<file path="config.mk">
export PLATFORM = sky130hd
export DESIGN_NAME = hv_measure_switch_control
export DESIGN_NICKNAME = d
export VERILOG_FILES = /design/src/hv_measure_switch_control.v /design/src/sync_2ff.v
export VERILOG_INCLUDE_DIRS = /design/src
export SDC_FILE = /design/constraint.sdc
export NUM_CORES = 1
export LEC_CHECK = 0
export BUFFER_PORTS_ARGS = -buffer_cell sky130_fd_sc_hd__buf_4
export CAP_MARGIN = 20
export CORE_ASPECT_RATIO = 2
export CORE_MARGIN = 2
export CORE_UTILIZATION = 30
export CTS_BUF_LIST = sky130_fd_sc_hd__clkbuf_4 sky130_fd_sc_hd__clkbuf_8
export CTS_CLUSTER_SIZE = 40
export DETAILED_ROUTE_END_ITERATION = 10
export GPL_TIMING_DRIVEN = 0
export HOLD_SLACK_MARGIN = 0.08
export PLACE_DENSITY_LB_ADDON = 0.05
export SETUP_SLACK_MARGIN = 0.02
export SLEW_MARGIN = 20
export SYNTH_ARGS = -nofsm -noshare
export SYNTH_HDL_FRONTEND = slang
export SYNTH_SLANG_ARGS = --single-unit
</file>
<file path="constraint.sdc">
create_clock -name pclk -period 1.8 [get_ports pclk]
set_clock_uncertainty 0.05 [all_clocks]
set_input_delay 0 -clock pclk [delete_from_list [all_inputs] [get_ports pclk]]
set_output_delay 0 -clock pclk [all_outputs]
set_load 0.01 [all_outputs]
</file>
<file path="src/hv_measure_defines.vh">
// Constants of the high-voltage measurement switch control block:
// register offsets, field positions, reset values and mode encodings.
// Assumes it is included once per file by its bare name.
`ifndef HV_MEASURE_DEFINES_VH
`define HV_MEASURE_DEFINES_VH

// ============================================================
// Register byte offsets
`define OFS_MEAS_CTRL      8'h00
`define OFS_IO_CONFIG      8'h04
`define OFS_WAKE_CTRL_ONE  8'h08
`define OFS_WAKE_PULL      8'h0c
`define OFS_STATE          8'h10
`define OFS_IRQ_STATUS     8'h14
`define OFS_IRQ_CLEAR      8'h18
`define OFS_IRQ_ENABLE     8'h1c
`define OFS_WAKE_STATUS    8'h20

// ============================================================
// Field positions
`define BIT_MEAS_EN        0
`define IO_CFG_MSB         2
`define BIT_FO_TEST        3
`define BIT_GPIO_ON        4
`define BIT_WAKE_PIN_EN    0
`define BIT_WK_STAT_ZERO   0
`define BIT_WK_STAT_ONE    1
`define BIT_WK_LVL_WAKE    2
`define BIT_WK_LVL_IO      3
`define IRQ_CMD_FAULT      0
`define IRQ_WAKE_PIN       1
`define IRQ_IO_WAKE        2
`define IRQ_RESTART        3
`define IRQ_W              4

// ============================================================
// Reset values
`define RST_MEAS_EN        1'b0
`define RST_IO_CONFIG      5'h01
`define RST_WAKE_CTRL_ONE  1'b0
`define RST_WAKE_PULL      2'h0
`define RST_IRQ_ENABLE     4'h0

// ============================================================
// Fail-output / I/O pin configurations
`define IO_OFF             3'h0
`define IO_FAIL_OUT        3'h1
`define IO_WAKE_IN         3'h2
`define IO_LOW_SIDE        3'h3
`define IO_HIGH_SIDE       3'h4

// Wake pin pull selections
`define PULL_NONE          2'h0
`define PULL_DOWN          2'h1
`define PULL_UP            2'h2
`define PULL_AUTO          2'h3

// Chip operating modes
`define MODE_INIT          3'h0
`define MODE_NORMAL        3'h1
`define MODE_STOP          3'h2
`define MODE_SLEEP         3'h3
`define MODE_RESTART       3'h4
`define MODE_FAILSAFE      3'h5

`endif

</file>
<file path="src/hv_measure_switch_control.v">
// Measurement switch control: routes the wake/sense pin to the fail-out/IO
// pin through an internal switch and gates both pins while measuring.
// Assumes an APB master on pclk, mode and sleep command from the chip's
// mode controller on the same clock, and asynchronous pin levels.
//
// How it works
// (RULE_01) Reset leaves measurement off, switch open, both pins ordinary.
// (RULE_02) Switch closes only in normal mode while measure_enable is set.
// (RULE_03) Leaving normal mode opens the switch but keeps measure_enable.
// (RULE_04) Measuring kills both pins' pull currents and gates their inputs.
// (RULE_05) Measuring ignores pull, wake and IO settings; writes still land.
// (RULE_06) Measuring stops wake status and level updates from both pins.
// (RULE_07) Sleep with only pin wake sources while measuring: fault, restart.
// (RULE_08) Measuring removes fail output, its test, IO and pin wake.
// (RULE_09) Changing IO configuration while measuring raises command fault.
// (RULE_10) Setting measure_enable with IO pin not off is refused with fault.
// (RULE_11) Fail-safe keeps measurement, opens switch; else wake pin armed.
// (RULE_12) Switch and gating are registered from enable and mode.
`include "hv_measure_defines.vh"
`default_nettype none

module hv_measure_switch_control (
  input  wire        pclk,
  input  wire        presetn,
  input  wire        ce,
  input  wire        psel,
  input  wire        penable,
  input  wire        pwrite,
  input  wire [7:0]  paddr,
  input  wire [31:0] pwdata,
  output reg  [31:0] prdata,
  output reg         pready,
  output reg         pslverr,
  input  wire [2:0]  op_mode,
  input  wire        sleep_cmd,
  input  wire        other_wake_en,
  input  wire        fail_assert,
  input  wire        wake_sense_pin,
  input  wire        fio_in,
  output reg         fio_out,
  output reg         fio_oe,
  output reg         measure_switch,
  output reg         wake_pull_up_en,
  output reg         wake_pull_dn_en,
  output reg         fio_pull_dn_en,
  output reg         wake_in_gated,
  output reg         fio_in_gated,
  output reg         wake_src_active,
  output reg         sleep_accept,
  output reg         restart_req,
  output reg         irq
);

  // ============================================================
  // Configuration and status storage
  reg        measure_enable_r;
  reg [4:0]  io_config_r;
  reg        wake_ctrl_one_r;
  reg [1:0]  wake_pull_r;
  reg [3:0]  irq_status_r;
  reg [3:0]  irq_enable_r;
  reg        wk_stat_zero_r;
  reg        wk_stat_one_r;
  reg [1:0]  wk_level_r;
  reg [1:0]  pin_prev_r;
  wire [1:0] pin_s;

  // Pin levels enter through two flip-flops
  sync_2ff #(
    .WIDTH (2)
  ) u_pin_sync (
    .clk   (pclk),
    .rst_n (presetn),
    .ce    (ce),
    .d     ({fio_in, wake_sense_pin}),
    .q     (pin_s)
  );

  // ============================================================
  // APB decode
  wire       setup_ph  = psel & ~penable;
  wire       done_ph   = psel & penable & pready;
  wire       wr_en     = done_ph & pwrite;
  wire       hit_meas  = (paddr == `OFS_MEAS_CTRL);
  wire       hit_io    = (paddr == `OFS_IO_CONFIG);
  wire       hit_wk1   = (paddr == `OFS_WAKE_CTRL_ONE);
  wire       hit_pull  = (paddr == `OFS_WAKE_PULL);
  wire       hit_state = (paddr == `OFS_STATE);
  wire       hit_ists  = (paddr == `OFS_IRQ_STATUS);
  wire       hit_iclr  = (paddr == `OFS_IRQ_CLEAR);
  wire       hit_ien   = (paddr == `OFS_IRQ_ENABLE);
  wire       hit_wsts  = (paddr == `OFS_WAKE_STATUS);
  wire       mapped    = hit_meas | hit_io | hit_wk1 | hit_pull | hit_state |
                         hit_ists | hit_iclr | hit_ien | hit_wsts;

  // ============================================================
  // Derived conditions
  wire [2:0] io_sel       = io_config_r[`IO_CFG_MSB:0];
  wire       wake_pin_en  = wake_ctrl_one_r;
  wire       in_normal    = (op_mode == `MODE_NORMAL);
  wire       in_failsafe  = (op_mode == `MODE_FAILSAFE);
  // Pin wake only while not measuring; fail-safe arms the wake pin itself
  wire       wake_act     = ~measure_enable_r & (wake_pin_en | in_failsafe); // RULE_11
  wire       io_wake_act  = ~measure_enable_r & (io_sel == `IO_WAKE_IN);     // RULE_08
  wire [1:0] pin_edge     = pin_s ^ pin_prev_r;

  // Changing IO configuration while measuring
  wire       io_changed   = (pwdata[4:0] != io_config_r);
  wire       fault_io_wr  = wr_en & hit_io & measure_enable_r & io_changed; // RULE_09
  // Setting measurement with the IO pin in use is refused
  wire       meas_refuse  = wr_en & hit_meas & pwdata[`BIT_MEAS_EN] &
                            ~measure_enable_r & (io_sel != `IO_OFF);       // RULE_10
  // Sleep with only the two pin wake sources while measuring
  wire       pin_srcs     = wake_pin_en | (io_sel == `IO_WAKE_IN);
  wire       sleep_fault  = sleep_cmd & measure_enable_r & pin_srcs &
                            ~other_wake_en;                                // RULE_07

  // Events, blocked from the pins while measuring
  wire       ev_wk0       = wake_act & pin_edge[0];                        // RULE_06
  wire       ev_wk1       = io_wake_act & pin_edge[1];                     // RULE_06
  wire [3:0] ev_irq;
  assign ev_irq[`IRQ_CMD_FAULT] = fault_io_wr | meas_refuse | sleep_fault;
  assign ev_irq[`IRQ_WAKE_PIN]  = ev_wk0;
  assign ev_irq[`IRQ_IO_WAKE]   = ev_wk1;
  assign ev_irq[`IRQ_RESTART]   = sleep_fault;

  // ============================================================
  // Read data mux
  reg [31:0] rdata_nxt;
  always @*
  begin
    rdata_nxt = 32'h0000_0000;
    case (1'b1)
      hit_meas:  rdata_nxt[0]   = measure_enable_r;
      hit_io:    rdata_nxt[4:0] = io_config_r;
      hit_wk1:   rdata_nxt[0]   = wake_ctrl_one_r;
      hit_pull:  rdata_nxt[1:0] = wake_pull_r;
      hit_state: rdata_nxt[6:0] = {op_mode, wake_src_active, wake_in_gated,
                                   fio_in_gated, measure_switch};
      hit_ists:  rdata_nxt[3:0] = irq_status_r;
      hit_ien:   rdata_nxt[3:0] = irq_enable_r;
      hit_wsts:  rdata_nxt[3:0] = {wk_level_r, wk_stat_one_r, wk_stat_zero_r};
      default:   rdata_nxt = 32'h0000_0000;
    endcase
  end

  // ============================================================
  // APB answer: one wait-free access after each setup
  always @(posedge pclk or negedge presetn)
  begin
    if (!presetn)
    begin
      pready  <= 1'b0;
      pslverr <= 1'b0;
      prdata  <= 32'h0000_0000;
    end
    else if (ce)
    begin
      if (setup_ph)
      begin
        pready  <= 1'b1;
        pslverr <= ~mapped;
        prdata  <= pwrite ? 32'h0000_0000 : rdata_nxt;
      end
      else if (done_ph)
      begin
        pready  <= 1'b0;
        pslverr <= 1'b0;
        prdata  <= 32'h0000_0000;
      end
    end
  end

  // ============================================================
  // Software configuration registers
  always @(posedge pclk or negedge presetn)
  begin
    if (!presetn)
    begin
      measure_enable_r <= `RST_MEAS_EN;                                  // RULE_01
      io_config_r      <= `RST_IO_CONFIG;
      wake_ctrl_one_r  <= `RST_WAKE_CTRL_ONE;
      wake_pull_r      <= `RST_WAKE_PULL;
      irq_enable_r     <= `RST_IRQ_ENABLE;
    end
    else if (ce && wr_en)
    begin
      // Enable bit is kept across mode changes, only software moves it
      if (hit_meas && !meas_refuse)                                      // RULE_03
        measure_enable_r <= pwdata[`BIT_MEAS_EN];
      // Settings stay writable while measuring, only their effect is masked
      if (hit_io)                                                        // RULE_05
        io_config_r <= pwdata[4:0];
      if (hit_wk1)
        wake_ctrl_one_r <= pwdata[`BIT_WAKE_PIN_EN];
      if (hit_pull)
        wake_pull_r <= pwdata[1:0];
      if (hit_ien)
        irq_enable_r <= pwdata[3:0];
    end
  end

  // ============================================================
  // Sticky interrupt status; a new event beats a clear
  wire [3:0] irq_clr = (wr_en && hit_iclr) ? pwdata[3:0] : 4'h0;
  always @(posedge pclk or negedge presetn)
  begin
    if (!presetn)
      irq_status_r <= 4'h0;
    else if (ce)
      irq_status_r <= (irq_status_r & ~irq_clr) | ev_irq;
  end

  // ============================================================
  // Wake status and level tracking, write one to clear
  wire wk_clr0 = wr_en & hit_wsts & pwdata[`BIT_WK_STAT_ZERO];
  wire wk_clr1 = wr_en & hit_wsts & pwdata[`BIT_WK_STAT_ONE];
  always @(posedge pclk or negedge presetn)
  begin
    if (!presetn)
    begin
      wk_stat_zero_r <= 1'b0;
      wk_stat_one_r  <= 1'b0;
      wk_level_r     <= 2'h0;
      pin_prev_r     <= 2'h0;
    end
    else if (ce)
    begin
      pin_prev_r     <= pin_s;
      wk_stat_zero_r <= (wk_stat_zero_r & ~wk_clr0) | ev_wk0;           // RULE_06
      wk_stat_one_r  <= (wk_stat_one_r & ~wk_clr1) | ev_wk1;            // RULE_06
      // Levels freeze while measuring
      if (!measure_enable_r)                                            // RULE_06
        wk_level_r <= pin_s;
    end
  end

  // ============================================================
  // Sleep command outcome and interrupt line
  always @(posedge pclk or negedge presetn)
  begin
    if (!presetn)
    begin
      sleep_accept <= 1'b0;
      restart_req  <= 1'b0;
      irq          <= 1'b0;
    end
    else if (ce)
    begin
      sleep_accept <= sleep_cmd & ~sleep_fault;
      restart_req  <= sleep_fault;                                       // RULE_07
      irq          <= |(irq_status_r & irq_enable_r);
    end
  end

  // ============================================================
  // Switch, pulls and gating, registered from enable and mode
  reg fio_drive_nxt;
  reg fio_level_nxt;
  always @*
  begin
    fio_drive_nxt = 1'b0;
    fio_level_nxt = 1'b0;
    if (!measure_enable_r)                                               // RULE_08
    begin
      case (io_sel)
        `IO_FAIL_OUT:
        begin
          fio_drive_nxt = fail_assert | io_config_r[`BIT_FO_TEST];
          fio_level_nxt = 1'b0;
        end
        `IO_LOW_SIDE:
        begin
          fio_drive_nxt = io_config_r[`BIT_GPIO_ON];
          fio_level_nxt = 1'b0;
        end
        `IO_HIGH_SIDE:
        begin
          fio_drive_nxt = io_config_r[`BIT_GPIO_ON];
          fio_level_nxt = 1'b1;
        end
        default:
        begin
          fio_drive_nxt = 1'b0;
          fio_level_nxt = 1'b0;
        end
      endcase
    end
  end

  // Automatic pull follows the present wake pin level
  wire pull_up_sel = (wake_pull_r == `PULL_UP) |
                     ((wake_pull_r == `PULL_AUTO) & pin_s[0]);
  wire pull_dn_sel = (wake_pull_r == `PULL_DOWN) |
                     ((wake_pull_r == `PULL_AUTO) & ~pin_s[0]);

  always @(posedge pclk or negedge presetn)
  begin
    if (!presetn)
    begin
      measure_switch  <= 1'b0;                                           // RULE_01
      wake_pull_up_en <= 1'b0;
      wake_pull_dn_en <= 1'b0;
      fio_pull_dn_en  <= 1'b0;
      wake_in_gated   <= 1'b0;
      fio_in_gated    <= 1'b0;
      wake_src_active <= 1'b0;
      fio_out         <= 1'b0;
      fio_oe          <= 1'b0;
    end
    else if (ce)
    begin
      // Closed only in normal mode; fail-safe and others hold it open
      measure_switch  <= measure_enable_r & in_normal;          // RULE_02 RULE_11 RULE_12
      wake_pull_up_en <= ~measure_enable_r & pull_up_sel;                // RULE_04
      wake_pull_dn_en <= ~measure_enable_r & pull_dn_sel;                // RULE_04
      fio_pull_dn_en  <= ~measure_enable_r & (io_sel == `IO_WAKE_IN);    // RULE_04
      wake_in_gated   <= ~measure_enable_r & pin_s[0];                   // RULE_04 RULE_12
      fio_in_gated    <= ~measure_enable_r & pin_s[1];                   // RULE_04 RULE_12
      wake_src_active <= wake_act;                                       // RULE_11
      fio_out         <= fio_level_nxt;
      fio_oe          <= fio_drive_nxt;                                  // RULE_08
    end
  end

endmodule

`default_nettype wire

</file>
<file path="src/sync_2ff.v">
// Two flip-flop synchroniser for a group of independent pin levels.
// Assumes each bit is a slow level; no bus coherence is implied.
`default_nettype none

module sync_2ff #(
  parameter WIDTH = 2
) (
  input  wire             clk,
  input  wire             rst_n,
  input  wire             ce,
  input  wire [WIDTH-1:0] d,
  output wire [WIDTH-1:0] q
);

  // ============================================================
  // One synchroniser chain per bit
  genvar i;
  generate
    for (i = 0; i < WIDTH; i = i + 1)
    begin : g_bit
      reg meta_r;
      reg stable_r;
      // First stage feeds only the second
      always @(posedge clk or negedge rst_n)
      begin
        if (!rst_n)
        begin
          meta_r   <= 1'b0;
          stable_r <= 1'b0;
        end
        else if (ce)
        begin
          meta_r   <= d[i];
          stable_r <= meta_r;
        end
      end
      assign q[i] = stable_r;
    end
  endgenerate

endmodule

`default_nettype wire

</file>
==> flow_summary.toml <==
[run_status]
status = "completed"

[drt]
wl_met2_um = 4350
maxUsedRoutingLayer = "met4"
drtIter0Drc = 99
drtAntennaViolNets = 0
firstDrtPassIters = 4
wirelength_um = 7790
routedWlPerCell_um = 17.1
num_vias = 2250
drc = 0
viasPerCell = 4.93
route.met3.wl_um = 331
wl_met1_um = 2840

[clock_network]
cts_tree = "done"
numCtsBuffers = 5
cts.path.max_buffers = 2
clk_pin_slew_worst_paths_ns = 0.10
cts.sinks = 48
cts-root-buf = "clkbuf_8"
clk_latency_ns = 0.31
cts_max_level = 2

[yosys]
yosysSeqAreaShare_pct = 45.9
synthArstFlopShare_pct = 100
synth_edf_count = 0
synth_top_area_share_pct = 44.9
syn_area_per_cell_um2 = 10.2
netlist_area_um2 = 2620
synthFlopType = "dfrtp_1"
synth_area_leader_cell = "dfrtp_1"
ys_top_cells_by_area = "dfrtp_1 (45%), mux2_2 (7.3%), buf_4 (7.2%), nand2_1 (3.9%), a21o_1 (2.6%)"
synth-seq-cells = 48
ys_types = 51
yosys_warnings = 0
synthCells = 258

[sta]
fin_crit_sh_pct = 96.3
slew_violations = 0
max_freq_mhz = 577
report.final.hold_viol_count = 0
finalSetupViolations = 0
rsz0062_at_grt = "true"
max_slew_margin_pct = 51.9
worst_pin_slew_ns = 0.712
layout_min_cycle_time_ns = 1.73
setup_slack_ns = 0.0670
tns_ns = 0

[floorplan]
core_area_um2 = 8590
die_w_um = 70.1
die-height_um = 136
dieArea_um2 = 9550
start_util_pct = 30.5
rows = 48
io_pins = 100

[layout]
final_common_cell = "buf_4"
num-nets-final = 409
fin_util_pct = 41.1
fill_cells = 912
final_cell_mix = "buf_4 (73), dfrtp_1 (47), nand2_1 (27)"
antenna_cells = 0
syn2layout_area_growth_pct = 34.7
layout-drive-gt1-share_pct = 31.5

[pwr]
total_power_w = 0.00232
vdd_drop_max_mv = 0.553
power_leakage_nw = 1.72
powerDensity_nw_per_um2 = 656

[global_route]
grt_remaining_overflow = 0
grt_max_degree = 49
grt_pass1_wl_um = 12000
grt_pass1_vias = 2181
grt_antenna_before_repair = 0
grt_use_total_pct = 16.8

[critical_path]
rrSetupSlack_ns = 0.07
arrival_ns = 1.88
r2r-end = "io_config_r[4]"
cp-start-kind = "register"
cp_max_fo = 6
cp.required_ns = 1.95
reg2reg_depth = 5
endpoint_kind = "register"
criticalPathCategory = "register to register"
r2r-start = "pready"

[worst_hold_path]
min_from = "ce"
hold_end = "irq_status_r[0]"
whs_path_depth = 3
hold_path.class = "input pin to register"

[placement]
dpl_worst_slack_ns = -0.281
hpwl_um = 5910
io_buffers = 44
place.gp.congestion = 0.851

[run]
max_cap_violations = 0
[cell type report]
class	instances	area [um^2]	share of cell area, %
Clock buffer	6	76.3	2.16
Multi-Input combinational cell	192	1280	36.4
Sequential cell	48	1200	34.1
Inverter	8	30.0	0.850
Buffer	31	225	6.38
Tap cell	100	125	3.54
Timing Repair Buffer	69	571	16.2
Clock inverter	2	16.3	0.461
[layer usage]
| layer | GRT usage (%) | up-vias |
|---|---|---|
| li1 | - | 1070 |
| met1 | 17.2 | 1099 |
| met2 | 32.2 | 65 |
| met3 | 2.89 | 16 |
| met4 | 8.23 | 0 |
| met5 | 0 | - |
[Yosys cell counts (all sizes together), types with 5 or more instances]
| cell type | count |
|---|---|
| dfrtp | 47 |
| buf | 28 |
| nand2 | 28 |
| mux2 | 18 |
| nor2 | 18 |
| a21o | 9 |
| nor3 | 9 |
| o21ai | 9 |
| inv | 7 |
| clkbuf | 6 |
| nor4 | 6 |
| a21oi | 5 |
| a22oi | 5 |
| nand3 | 5 |
[flip-flops by register name (all words and copies together) (netlist names), 2 cells and up]
name	count
prdata	7
io_config_r	5
irq_enable_r	4
irq_status_r	4
pin_prev_r	2
u_pin_sync.g_bit.meta_r	2
u_pin_sync.g_bit.stable_r	2
wake_pull_r	2
wk_level_r	2
[worst max path at each step]
stage,startpoint,slack [ns],end
6_report,pready,0.07,io_config_r[4]
2_1_floorplan,pready,-0.01,io_config_r[4]
3_5_place_dp,io_config_r[2],-0.28,irq_status_r[0]
4_1_cts,pready,0.02,irq_enable_r[0]
3_3_place_gp,io_config_r[2],-0.31,irq_status_r[0]
5_1_grt,pready,0.01,irq_status_r[0]
[critical path: stages, from the launching register on]
cell and delay (ns):
dfrtp_1 0.39, nand3_2 0.09, or2_1 0.22, buf_6 0.14, or3_4 0.42, mux2_4 0.31
[stage by stage]
stage / std cells / cell area [um^2] / hold WS, ns
final: 456 / 3530 / 0.0888
after global routing: 456 / 3530 / 0.0983
after CTS: 455 / 3510 / 0.0806
after detailed placement: 426 / 3180 / 0.0329
after global placement: 426 / 3180 / 0.0258
after floorplan: 282 / 2730 / -0.346
[power by group]
part           internal [W]  switching, W  leakage, nW  total [W]
clock network      0.000293      0.000409       0.0448   0.000702
logic              0.000216      0.000203         1.05   0.000419
registers           0.00114     0.0000515        0.623    0.00120
[cell families (layout without fill, tap and decap cells)]
group                  count (synthesis)  in the layout  synth area share, %
AND/OR/NAND/NOR                       84             84                 17.1
AO/OA/AOI/OAI                         54             54                 15.0
flip-flops                            48             48                 45.9
buffers and inverters                 42            116                 10.2
multiplexers                          22             22                 9.26
XOR/XNOR                               7              7                 2.34
other                                  1             25                0.143
[repair_timing]
action	4_1_cts	5_1_grt
hold endpoints to repair	76	0
pin swaps	2	1
endpoints found under the setup margin	15	6
gates resized for setup	4	1
buffers inserted	2	2
hold buffers	21	0
Power figures use the tool's default switching activity.
